==> src/flash_seq_pkg.sv <==
// Shared constants and carriers for the margin and blank-check sequencer
package flash_seq_pkg;
  // Command codes, carried in the high byte of parameter word 0
  localparam logic [7:0] CMD_USER_MARGIN = 8'h0D;
  localparam logic [7:0] CMD_FIELD_MARGIN = 8'h0E;
  localparam logic [7:0] CMD_EE_VERIFY = 8'h10;
  // Field positions inside parameter word 0
  localparam int CODE_MSB = 15;
  localparam int CODE_LSB = 8;
  localparam int ADDR_HI_MSB = 7;
  localparam int ADDR_HI_LSB = 0;
  // Parameter index value required at launch
  localparam logic [2:0] PARAM_IDX_REQ = 3'h2;
  // Margin level settings
  localparam logic [15:0] LVL_NORMAL = 16'h0000;
  localparam logic [15:0] LVL_USER_ERASED = 16'h0001;
  localparam logic [15:0] LVL_USER_PROG = 16'h0002;
  localparam logic [15:0] LVL_FIELD_ERASED = 16'h0003;
  localparam logic [15:0] LVL_FIELD_PROG = 16'h0004;
  localparam logic [15:0] USER_LVL_MAX = LVL_USER_PROG;
  localparam logic [15:0] FIELD_LVL_MAX = LVL_FIELD_PROG;
  localparam int LVL_W = 3;
  localparam logic [2:0] MARGIN_RST = 3'h0;
  // Erased state of one EEPROM word
  localparam logic [15:0] ERASED_WORD = 16'hFFFF;
  // Address step between EEPROM words
  localparam logic [23:0] WORD_STEP = 24'h000002;
  // Reset values of the status flags
  localparam logic CMD_COMPLETE_RST = 1'b1;
  localparam logic FLAG_RST = 1'b0;

  // The three command parameter words loaded by software
  typedef struct packed {
    logic [15:0] word2;
    logic [15:0] word1;
    logic [15:0] word0;
  } cmd_words_t;

  // One answer from the EEPROM array read port
  typedef struct packed {
    logic valid;
    logic [15:0] data;
    logic corr_err;
    logic uncorr_err;
  } rd_rsp_t;

  // Read margin levels in force for each array
  typedef struct packed {
    logic [2:0] pflash;
    logic [2:0] eeprom;
  } margin_t;
endpackage

==> src/sticky_flag.sv <==
`timescale 1ns/1ps
`default_nettype none
// One status flag: hardware sets, another party clears, set wins
module sticky_flag #(
  parameter logic RST_VAL = 1'b0
) (
  // Clock and reset
  input wire logic ref_clk,
  input wire logic rst,
  // Set and clear requests
  input wire logic set,
  input wire logic clr,
  // Flag value
  output logic flag
);

  // A set in the same cycle as a clear keeps the event
  always_ff @(posedge ref_clk or posedge rst) begin
    if (rst) begin
      flag <= RST_VAL;
    end else if (set) begin
      flag <= 1'b1;
    end else if (clr) begin
      flag <= 1'b0;
    end
  end

endmodule
`default_nettype wire

==> src/flash_margin_seq.sv <==
`timescale 1ns/1ps
`default_nettype none
// Overview of operation
// - User margin: code 0x0D, address, setting
// - User margin stores level, then completes
// - Program block margin also covers EEPROM
// - User margin accepts settings zero to two
// - Parameter index must equal two
// - Out-of-set margin setting flags access error
// - Bad mode or address flags access error
// - Field margin: code 0x0E, special only
// - Field margin stores level, then completes
// - Program block field margin covers EEPROM
// - Field margin accepts settings zero to four
// - Verify: code 0x10, address, count
// - Verify blank section, failure sets both
// - Verify address must be word aligned
// - Verify section must fit the EEPROM
// - Read errors set status bits accordingly
module flash_margin_seq #(
  parameter logic [23:0] PF_FIRST = 24'h800000,
  parameter logic [23:0] PF_LAST = 24'hFFFFFF,
  parameter logic [23:0] EE_FIRST = 24'h100000,
  parameter logic [23:0] EE_LAST = 24'h1003FF
) (
  // Clock and reset
  input wire logic ref_clk,
  input wire logic rst,
  // Command launch from software
  input wire logic cmd_launch,
  input wire logic [2:0] param_index,
  input wire flash_seq_pkg::cmd_words_t cmd_param_array,
  input wire logic special_mode,
  input wire logic access_error_clr,
  // Status flags
  output logic cmd_complete_flag,
  output logic access_error_flag,
  output logic protection_violation_flag,
  output logic verify_error_bit,
  output logic uncorrectable_error_bit,
  // Margin levels applied to array reads
  output flash_seq_pkg::margin_t read_margin,
  // EEPROM array read port
  output logic rd_req,
  output logic [23:0] rd_addr,
  input wire flash_seq_pkg::rd_rsp_t rd_rsp
);
  import flash_seq_pkg::*;

  // Sequencer states
  typedef enum logic [1:0] {
    ST_IDLE = 2'b00,
    ST_CHECK = 2'b01,
    ST_READ = 2'b10,
    ST_DONE = 2'b11
  } seq_state_t;

  seq_state_t state; // Current sequencer state
  logic [2:0] cap_idx; // Index captured at launch
  cmd_words_t cap_words; // Parameters captured at launch
  logic [15:0] remaining; // Words still to verify
  logic launch_ok; // Launch accepted this cycle
  logic [7:0] code; // Command code field
  logic [23:0] addr; // Global target address
  logic [15:0] lvl; // Requested margin setting
  logic [LVL_W-1:0] lvl_code; // Setting at storage width
  logic is_user; // User margin command
  logic is_field; // Field margin command
  logic is_verify; // EEPROM blank check
  logic is_margin; // Either margin command
  logic in_pf; // Address inside program array
  logic in_ee; // Address inside EEPROM
  logic idx_err; // Wrong parameter index
  logic unk_err; // Unknown command code
  logic mode_err; // Command barred in this mode
  logic addr_err; // Address hits no valid block
  logic lvl_err; // Setting outside valid set
  logic align_err; // Odd verify address
  logic range_err; // Section runs past EEPROM end
  logic any_err; // Any launch check failed
  logic [25:0] sect_end; // One past the last checked byte
  logic [25:0] ee_limit; // One past the EEPROM end
  logic acc_set; // Raise access error
  logic blank_fail; // Read word is not erased
  logic ver_set; // Raise verify error bit
  logic unc_set; // Raise uncorrectable error bit
  logic last_word; // Final word of the section

  // Launch only counts while the previous command is complete
  assign launch_ok = cmd_launch && cmd_complete_flag;

  // Field decode of the captured words
  assign code = cap_words.word0[CODE_MSB:CODE_LSB];
  assign addr = {cap_words.word0[ADDR_HI_MSB:ADDR_HI_LSB], cap_words.word1};
  assign lvl = cap_words.word2;
  assign lvl_code = lvl[LVL_W-1:0];
  assign is_user = (code == CMD_USER_MARGIN);
  assign is_field = (code == CMD_FIELD_MARGIN);
  assign is_verify = (code == CMD_EE_VERIFY);
  assign is_margin = is_user || is_field;

  // Block decode of the global address
  assign in_pf = (addr >= PF_FIRST) && (addr <= PF_LAST);
  assign in_ee = (addr >= EE_FIRST) && (addr <= EE_LAST);

  // Section end is computed wide so a large count cannot wrap
  assign sect_end = {2'b00, addr} + {9'b0_0000_0000, lvl, 1'b0};
  assign ee_limit = {2'b00, EE_LAST} + 26'h0000001;

  // Launch checks, all evaluated in one cycle
  always_comb begin
    idx_err = (cap_idx != PARAM_IDX_REQ);
    unk_err = !(is_margin || is_verify);
    mode_err = is_field && !special_mode;
    // Verify must land in EEPROM, margins in either block
    if (is_verify) begin
      addr_err = !in_ee;
    end else begin
      addr_err = !(in_pf || in_ee);
    end
    // Valid setting set depends on the command
    if (is_user) begin
      lvl_err = (lvl > USER_LVL_MAX);
    end else if (is_field) begin
      lvl_err = (lvl > FIELD_LVL_MAX);
    end else begin
      lvl_err = 1'b0;
    end
    align_err = is_verify && addr[0];
    range_err = is_verify && (sect_end > ee_limit);
    any_err = idx_err || unk_err || mode_err || addr_err || lvl_err || align_err
              || range_err;
  end

  // Capture of index and words at launch
  // Software may rewrite the array while busy; the copy keeps us steady
  always_ff @(posedge ref_clk or posedge rst) begin
    if (rst) begin
      cap_idx <= 3'h0;
      cap_words <= '0;
    end else if (launch_ok) begin
      cap_idx <= param_index;
      cap_words <= cmd_param_array;
    end
  end

  // Sequencer state machine
  always_ff @(posedge ref_clk or posedge rst) begin
    if (rst) begin
      state <= ST_IDLE;
    end else begin
      case (state)
        ST_IDLE: begin
          if (launch_ok) begin
            state <= ST_CHECK;
          end
        end
        ST_CHECK: begin
          // An errored launch skips straight to completion
          if (any_err) begin
            state <= ST_DONE;
          end else if (is_verify && (lvl != 16'h0000)) begin
            state <= ST_READ;
          end else begin
            state <= ST_DONE;
          end
        end
        ST_READ: begin
          if (rd_rsp.valid && last_word) begin
            state <= ST_DONE;
          end
        end
        ST_DONE: begin
          state <= ST_IDLE;
        end
        default: begin
          state <= ST_IDLE;
        end
      endcase
    end
  end

  // Completion flag: cleared by an accepted launch, set when done
  always_ff @(posedge ref_clk or posedge rst) begin
    if (rst) begin
      cmd_complete_flag <= CMD_COMPLETE_RST;
    end else if (state == ST_DONE) begin
      cmd_complete_flag <= 1'b1;
    end else if (launch_ok) begin
      cmd_complete_flag <= 1'b0;
    end
  end

  // Margin storage; a program block setting reaches EEPROM too
  // There is no way to margin the program array alone
  always_ff @(posedge ref_clk or posedge rst) begin
    if (rst) begin
      read_margin <= {MARGIN_RST, MARGIN_RST};
    end else if ((state == ST_CHECK) && !any_err && is_margin) begin
      if (in_pf) begin
        read_margin.pflash <= lvl_code;
        read_margin.eeprom <= lvl_code;
      end else begin
        read_margin.eeprom <= lvl_code;
      end
    end
  end

  // Blank check walk over the section
  assign last_word = (remaining == 16'h0001);
  assign rd_req = (state == ST_READ);
  always_ff @(posedge ref_clk or posedge rst) begin
    if (rst) begin
      rd_addr <= 24'h000000;
      remaining <= 16'h0000;
    end else if (state == ST_CHECK) begin
      rd_addr <= addr;
      remaining <= lvl;
    end else if (rd_req && rd_rsp.valid) begin
      rd_addr <= rd_addr + WORD_STEP;
      remaining <= remaining - 16'h0001;
    end
  end

  // Error events of the walk
  assign blank_fail = rd_req && rd_rsp.valid && (rd_rsp.data != ERASED_WORD);
  assign ver_set = blank_fail || (rd_req && rd_rsp.valid
                   && (rd_rsp.corr_err || rd_rsp.uncorr_err));
  assign unc_set = blank_fail || (rd_req && rd_rsp.valid && rd_rsp.uncorr_err);
  assign acc_set = (state == ST_CHECK) && any_err;

  // Access error stays until software clears it
  sticky_flag #(.RST_VAL(FLAG_RST)) u_acc_flag (
    .ref_clk(ref_clk),
    .rst(rst),
    .set(acc_set),
    .clr(access_error_clr),
    .flag(access_error_flag)
  );

  // Verify status bits start fresh at every launch
  sticky_flag #(.RST_VAL(FLAG_RST)) u_ver_flag (
    .ref_clk(ref_clk),
    .rst(rst),
    .set(ver_set),
    .clr(launch_ok),
    .flag(verify_error_bit)
  );

  sticky_flag #(.RST_VAL(FLAG_RST)) u_unc_flag (
    .ref_clk(ref_clk),
    .rst(rst),
    .set(unc_set),
    .clr(launch_ok),
    .flag(uncorrectable_error_bit)
  );

  // These commands touch no protected area
  assign protection_violation_flag = 1'b0;
endmodule
`default_nettype wire

==> config.mk <==
export PLATFORM = sky130hd
export DESIGN_NAME = flash_margin_seq
export DESIGN_NICKNAME = d
export VERILOG_FILES = /design/src/flash_seq_pkg.sv /design/src/sticky_flag.sv /design/src/flash_margin_seq.sv
export SDC_FILE = /design/constraint.sdc
export NUM_CORES = 1
export LEC_CHECK = 0
export BUFFER_PORTS_ARGS = -buffer_cell sky130_fd_sc_hd__buf_2
export CORE_MARGIN = 2
export CORE_UTILIZATION = 49
export CTS_CLUSTER_SIZE = 40
export DETAILED_ROUTE_END_ITERATION = 7
export GPL_ROUTABILITY_DRIVEN = 0
export PLACE_DENSITY = 0.69
export SYNTH_ARGS = -nofsm -noshare
export SYNTH_HDL_FRONTEND = slang
export SYNTH_SLANG_ARGS = --single-unit
==> constraint.sdc <==
create_clock -name ref_clk -period 6.21 [get_ports ref_clk]
set_input_delay 0.9315 -clock ref_clk [delete_from_list [all_inputs] [get_ports ref_clk]]
set_output_delay 0.9315 -clock ref_clk [all_outputs]
set_load 0.01 [all_outputs]
After elaboration in Yosys (flattened, before gate mapping). Index checks and enable logic that the tools add are counted.

Memories kept: 0. Output and inout port bits: 36. Bits in registers: 103. ROM bits: 0. RAM bits: 0. Bits in latches: 0.

Shift-type cells: 0. Bitwise operators: 0. Magnitude comparators: 7. Muxes and demuxes: 18. Multipliers: 0. Add/sub/neg operators: 3. Divide/modulo/power cells: 0. Eq/ne operators: 11. Reduce and logical (&&, ||, !) cells: 41.

Operators with widths (number): 24-bit two-way mux (2); 16-bit two-way mux (2); 24-bit by 17-bit adder with 25-bit output (1); 25-bit by 21-bit > comparator with 1-bit output (second input constant) (1); 24-bit by 2-bit adder with 24-bit output (second input constant) (1); 24-bit by 21-bit >= comparator with 1-bit output (second input constant) (1); 24-bit >= comparator (second input constant) (1); 24-bit by 21-bit <= comparator with 1-bit output (second input constant) (1); 24-bit <= comparator (second input constant) (1); 16-bit by 1-bit == test with 1-bit output (second input constant) (1); 8-bit by 4-bit == test with 1-bit output (second input constant) (2); 16-bit by 2-bit > comparator with 1-bit output (second input constant) (1); 16-bit by 3-bit > comparator with 1-bit output (second input constant) (1); 16-bit != test (second input constant) (1); 16-bit nonzero test (1); 16-bit by 1-bit subtractor with 16-bit output (second input constant) (1); 1-bit logical AND (15); 1-bit logical OR (12); 1-bit two-way mux (11); 2-bit nonzero test (5); 8-bit by 5-bit == test with 1-bit output (second input constant) (1); 2-bit one-hot mux with 4 select lines (1); 1-bit zero test (5); 2-bit == test (second input constant) (2); 7 further kinds (9).

Longest topological paths before layout.
Word-level depth: 14. Gate-level depth with buffers: 12.

By module. Synthesis repeated with hierarchy kept, for this count alone.

Cell total of the unflattened synthesis: 607. Area, all modules: 5933.2 µm².

By module, submodules not included: flash_margin_seq (cells an instance 595, seq. area each 2503.7 µm², times used 1, area each 5813.1 µm²); sticky_flag (cells an instance 4, seq. area each 25.0 µm², times used 3, area each 40.0 µm²).

Worst setup path after synthesis. Ideal clock, no wire load.

Path kind: register -> register. From: register cap_words (netlist bit lvl[0]). To: register state[0]. Arrival time: 2.616 ns. Required time: 6.073 ns. Slack: 3.458 ns. Cell stages (with the launch flop): 13. Cells stage by stage: dfrtp_1 > ha_1 > inv_1 > fa_1 > nor2b_4 > o31a_1 > o211ai_1 > a31oi_1 > nand3_1 > xnor2_1 > a2111oi_0 > and2_4 > a21oi_2.

Cells in the longest elaborated chain, start to end: 8.

Ends and longest elaborated chain: from (decl) (line flash_margin_seq.sv:60) `cmd_words_t cap_words;`; from (signal assigned) (line flash_margin_seq.sv:143) `cap_words <= cmd_param_array;`; parallel branches: the longest is 6 deep, another holds 24-bit by 17-bit adder with 25-bit output; 1-bit two-way mux (*) (line flash_margin_seq.sv:160) `if (any_err) begin`; 2-bit one-hot mux with 4 select lines (*) (line flash_margin_seq.sv:152) `case (state)`; to (signal assigned) (line flash_margin_seq.sv:155) `state <= ST_CHECK;`; to (signal assigned) (line flash_margin_seq.sv:161) `state <= ST_DONE;`; to (signal assigned) (line flash_margin_seq.sv:163) `state <= ST_READ;`; to (decl) (line flash_margin_seq.sv:58) `seq_state_t state;`.

Every way passes the cells marked *. A chain may end at the register's enable or synchronous reset.

Final worst setup path. Same ends and word-level chain as after synthesis.

==> key figures <==
Yosys
  • Cell taking the most area after synthesis: dfrtp_1
  • Number of synthesized flops with an enable pin: 0
  • Syn nets: 702
  • Post-synth cell types: 73
  • Register area share after synthesis: 43.0%
  • Asr flop ratio synth: 100%
  • Share of the synthesized area in the top cell type: 42.6%
  • Most common flop cell mapped by yosys: dfrtp_1
  • Count leader, synth: dfrtp_1
  • Synth area leaders: dfrtp_1 (43%), mux2_2 (11%), ha_1 (5.0%)
  • Post-Synthesis Cell Area: 0.00600 mm2
  • Mapped Cells: 602
  • FF+latch count, synth: 103
  • Most frequent cells after synthesis: dfrtp_1 (102), nand2_1 (70), o21ai_0 (59)
  • Synth Warn #: 0
  • Syn_area_per_cell: 9.96 um2

Timing
  • Final setup fails: 0
  • Post-Route Skew: 6.92 ps
  • Slew Limit Fails: 0
  • Fmax: 297 MHz
  • Slew @ Worst Pin: 816 ps
  • Fin worst setup slack: 2840 ps
  • Fin crit period: 3370 ps
  • Final count of hold timing violations: 0
  • Final period util: 54.2%
  • Max-slew headroom: 45.2%
  • RSZ-0062 raised after global routing: no
  • Setup TNS: 0 ps

Layout
  • ANT cells: 0
  • Area grow syn2layout: 15.5%
  • Register area: 0.00258 mm2
  • Ratio of cells with drive above 1 in the final layout: 29.3%
  • Layout Utilization: 57.9%
  • Multi-input logic area: 0.00323 mm2
  • Finished Cell Area: 0.00693 mm2
  • Final-stage net count: 801
  • Filler cells: 1045

Global route
  • First-pass GRT wire length: 24200 um
  • Vias in the first global route: 4821
  • Initial antenna violation count: 0
  • Largest net degree at the start of global routing: 83
  • GRT overflow: 0
  • Tot GR Track Use: 23.5%

Critical path
  • CP Capture Type: register
  • R2R Setup Slk: 2840 ps
  • Setup Crit Path Kind: reg2reg
  • Critical path's largest stage delay: 520 ps
  • CP Launch Type: register
  • WP data arrival: 3570 ps
  • Slowest-stage cell, CP: a2111oi_0
  • RR Startpoint: lvl[0]
  • R2R depth: 12
  • CP Max Fanout: 8
  • RR Endpoint: state[0]
  • CP Cell Sequence: ha_1 -> inv_1 -> fa_1 -> nor2b_4 -> o31a_1 -> o211ai_1 -> a31oi_1 -> nand3_1 -> xnor2_1 -> a2111oi_0 -> and2_4 -> a21oi_2
  • Worst endpoint required time: 6420 ps

Power
  • Net Sw Frac: 44.2%
  • Comb pwr share: 51.8%
  • NetSw: 1770 uW
  • Leak pwr: 0.00309 uW
  • Maximum vdd drop: 334 uV
  • Pwr Density: 580 mW/mm2
  • Power share of the sequential group: 34.7%
  • Cell Int Power: 2240 uW
  • Overall Power: 4010 uW
  • Clock Power Share: 13.5%

Detailed routing
  • First-pass DRT Iterations: 5
  • First-iteration detailed-routing DRC count: 426
  • WL/cell: 17.1 um
  • Final ANT Viol Nets: 0
  • Detailed-route via count: 4948
  • Drt drc: 0
  • Vias per cell: 5.80
  • Final WL: 14600 um

Clock tree
  • Setup bufs post-CTS: 0
  • CTS tree: yes
  • CTS H-Tree Depth: 3
  • Hold buffers post-CTS: 0
  • Worst skew pair latency: 350 ps
  • Clock slew at reported path FFs: 60 ps
  • Root buffer cell: clkbuf_16
  • CTS Buffer Depth: 2
  • Clock sinks: 103
  • PostCTS Resize Cnt: 0
  • CTS Buf Count: 9

Job
  • Max Cap Violations: 0

Hold path
  • Hold path startpoint: u_unc_flag.flag
  • Hold endpoint: u_unc_flag.flag
  • Hold crit path type: reg2reg
  • Cell depth of the worst hold path: 1

Floorplanning
  • Die ar.: 0.0131 mm2
  • Die height: 115 um
  • IO Pins: 111
  • Initial core utilization: 50.1%
  • Row Count: 40
  • Die Wd: 115 um
  • Core box area: 0.0120 mm2

Placed design
  • DP HPWL: 10900 um
  • Dpl cell area: 0.00664 mm2
  • Place WS: 2880 ps
  • IO Port Bufs: 109

Run status
  • Outcome: complete, no violations
[sequential cells by signal, summed over array words and instances (netlist names), 2 cells and up]
| signal | flops |
|---|---|
| rd_addr | 24 |
| lvl | 16 |
| cap_idx | 3 |
| state | 2 |
| remaining | 16 |
| read_margin | 6 |
| cap_words | 8 |
| addr | 24 |
[worst max-delay path: cells and delay by family, from the launching register on]
family | cells | cell delay, ps
AOI/OAI and AO/OA | 5 | 1380
xor gates and xnor gates | 1 | 140
adders and majority gates | 2 | 640
buffers and inverters | 1 | 60
DFF | 1 | 480
and+or+nand+nor | 3 | 540
[cells in the final DEF (no fill, tap or decap), drive strengths merged, types with 2 or more instances in the layout]
cell type	synthesis	final
buf	9	113
dfrtp	102	102
nand2	71	71
o21ai	62	62
mux2	58	58
nor2	29	29
xnor2	28	28
ha	24	24
nand3	21	21
a21oi	20	20
xor2	19	19
inv	17	17
nor3	16	16
clkbuf	16	14
nand4	13	13
nor4	11	11
a21o	10	10
and3	5	5
mux2i	4	4
nand2b	4	4
nand4b	4	4
a31oi	4	4
o21bai	4	4
or2	3	3
or4	3	3
a2111oi	3	3
nor2b	3	3
and2	3	3
a211oi	3	3
and4b	2	2
o21a	2	2
o211a	2	2
o31a	2	2
nand3b	2	2
and4	2	2
a31o	2	2
clkinv	0	2
[final cells by class]
class	count	share of cell area (%)
Clock buffer	14	3.96
Timing Repair Buffer	113	8.31
Tap cell	147	2.66
Inverter	17	0.958
Clock inverter	2	0.199
Sequential cell	103	37.2
Multi-Input combinational cell	457	46.7
[metal layers]
metal / wire [um] / up-vias / GRT usage, %
met3: 837 / 30 / 3.65
met4: 372 / 0 / 8.78
li1: - / 2357 / -
met2: 6470 / 169 / 36.1
met5: 0 / - / 0
met1: 6930 / 2392 / 33.7
[how the worst max path moves through the flow]
stage,end,startpoint
global placement,state[0],lvl[0]
detailed placement,state[0],lvl[0]
finish,state[0],lvl[0]
global route,state[0],lvl[0]
floorplan,addr[0],rst
CTS,state[0],lvl[0]
[power groups by stage]
stage / sequential, uW / combinational, uW / clock [uW]
6_report: 1390 / 2080 / 543
5_1_grt: 1440 / 2300 / 582
3_5_place_dp: 1400 / 2050 / 0
2_1_floorplan: 1290 / 1610 / 0
3_3_place_gp: 1380 / 1990 / 0
4_1_cts: 1390 / 2060 / 557
[per-stage QoR]
stage          hold slack [ps]  instances
4_1_cts                    499        853
6_report                   494        853
3_3_place_gp               460        837
5_1_grt                    527        853
3_5_place_dp               484        837
2_1_floorplan              473        602
[kinds of logic (layout without fill, tap and decap cells)]
logic type | after synthesis | count (layout) | synth area share, %
multiplexers | 62 | 62 | 11.6
flip-flops | 103 | 103 | 43.0
XOR/XNOR | 47 | 47 | 6.87
buffers and inverters | 42 | 146 | 3.15
AO/OA/AOI/OAI | 127 | 127 | 13.4
AND/OR/NAND/NOR | 195 | 195 | 16.6
other | 1 | 1 | 0.0625
adder cells (fa/ha/maj) | 25 | 25 | 5.34
(Power assumes the default switching activity.)
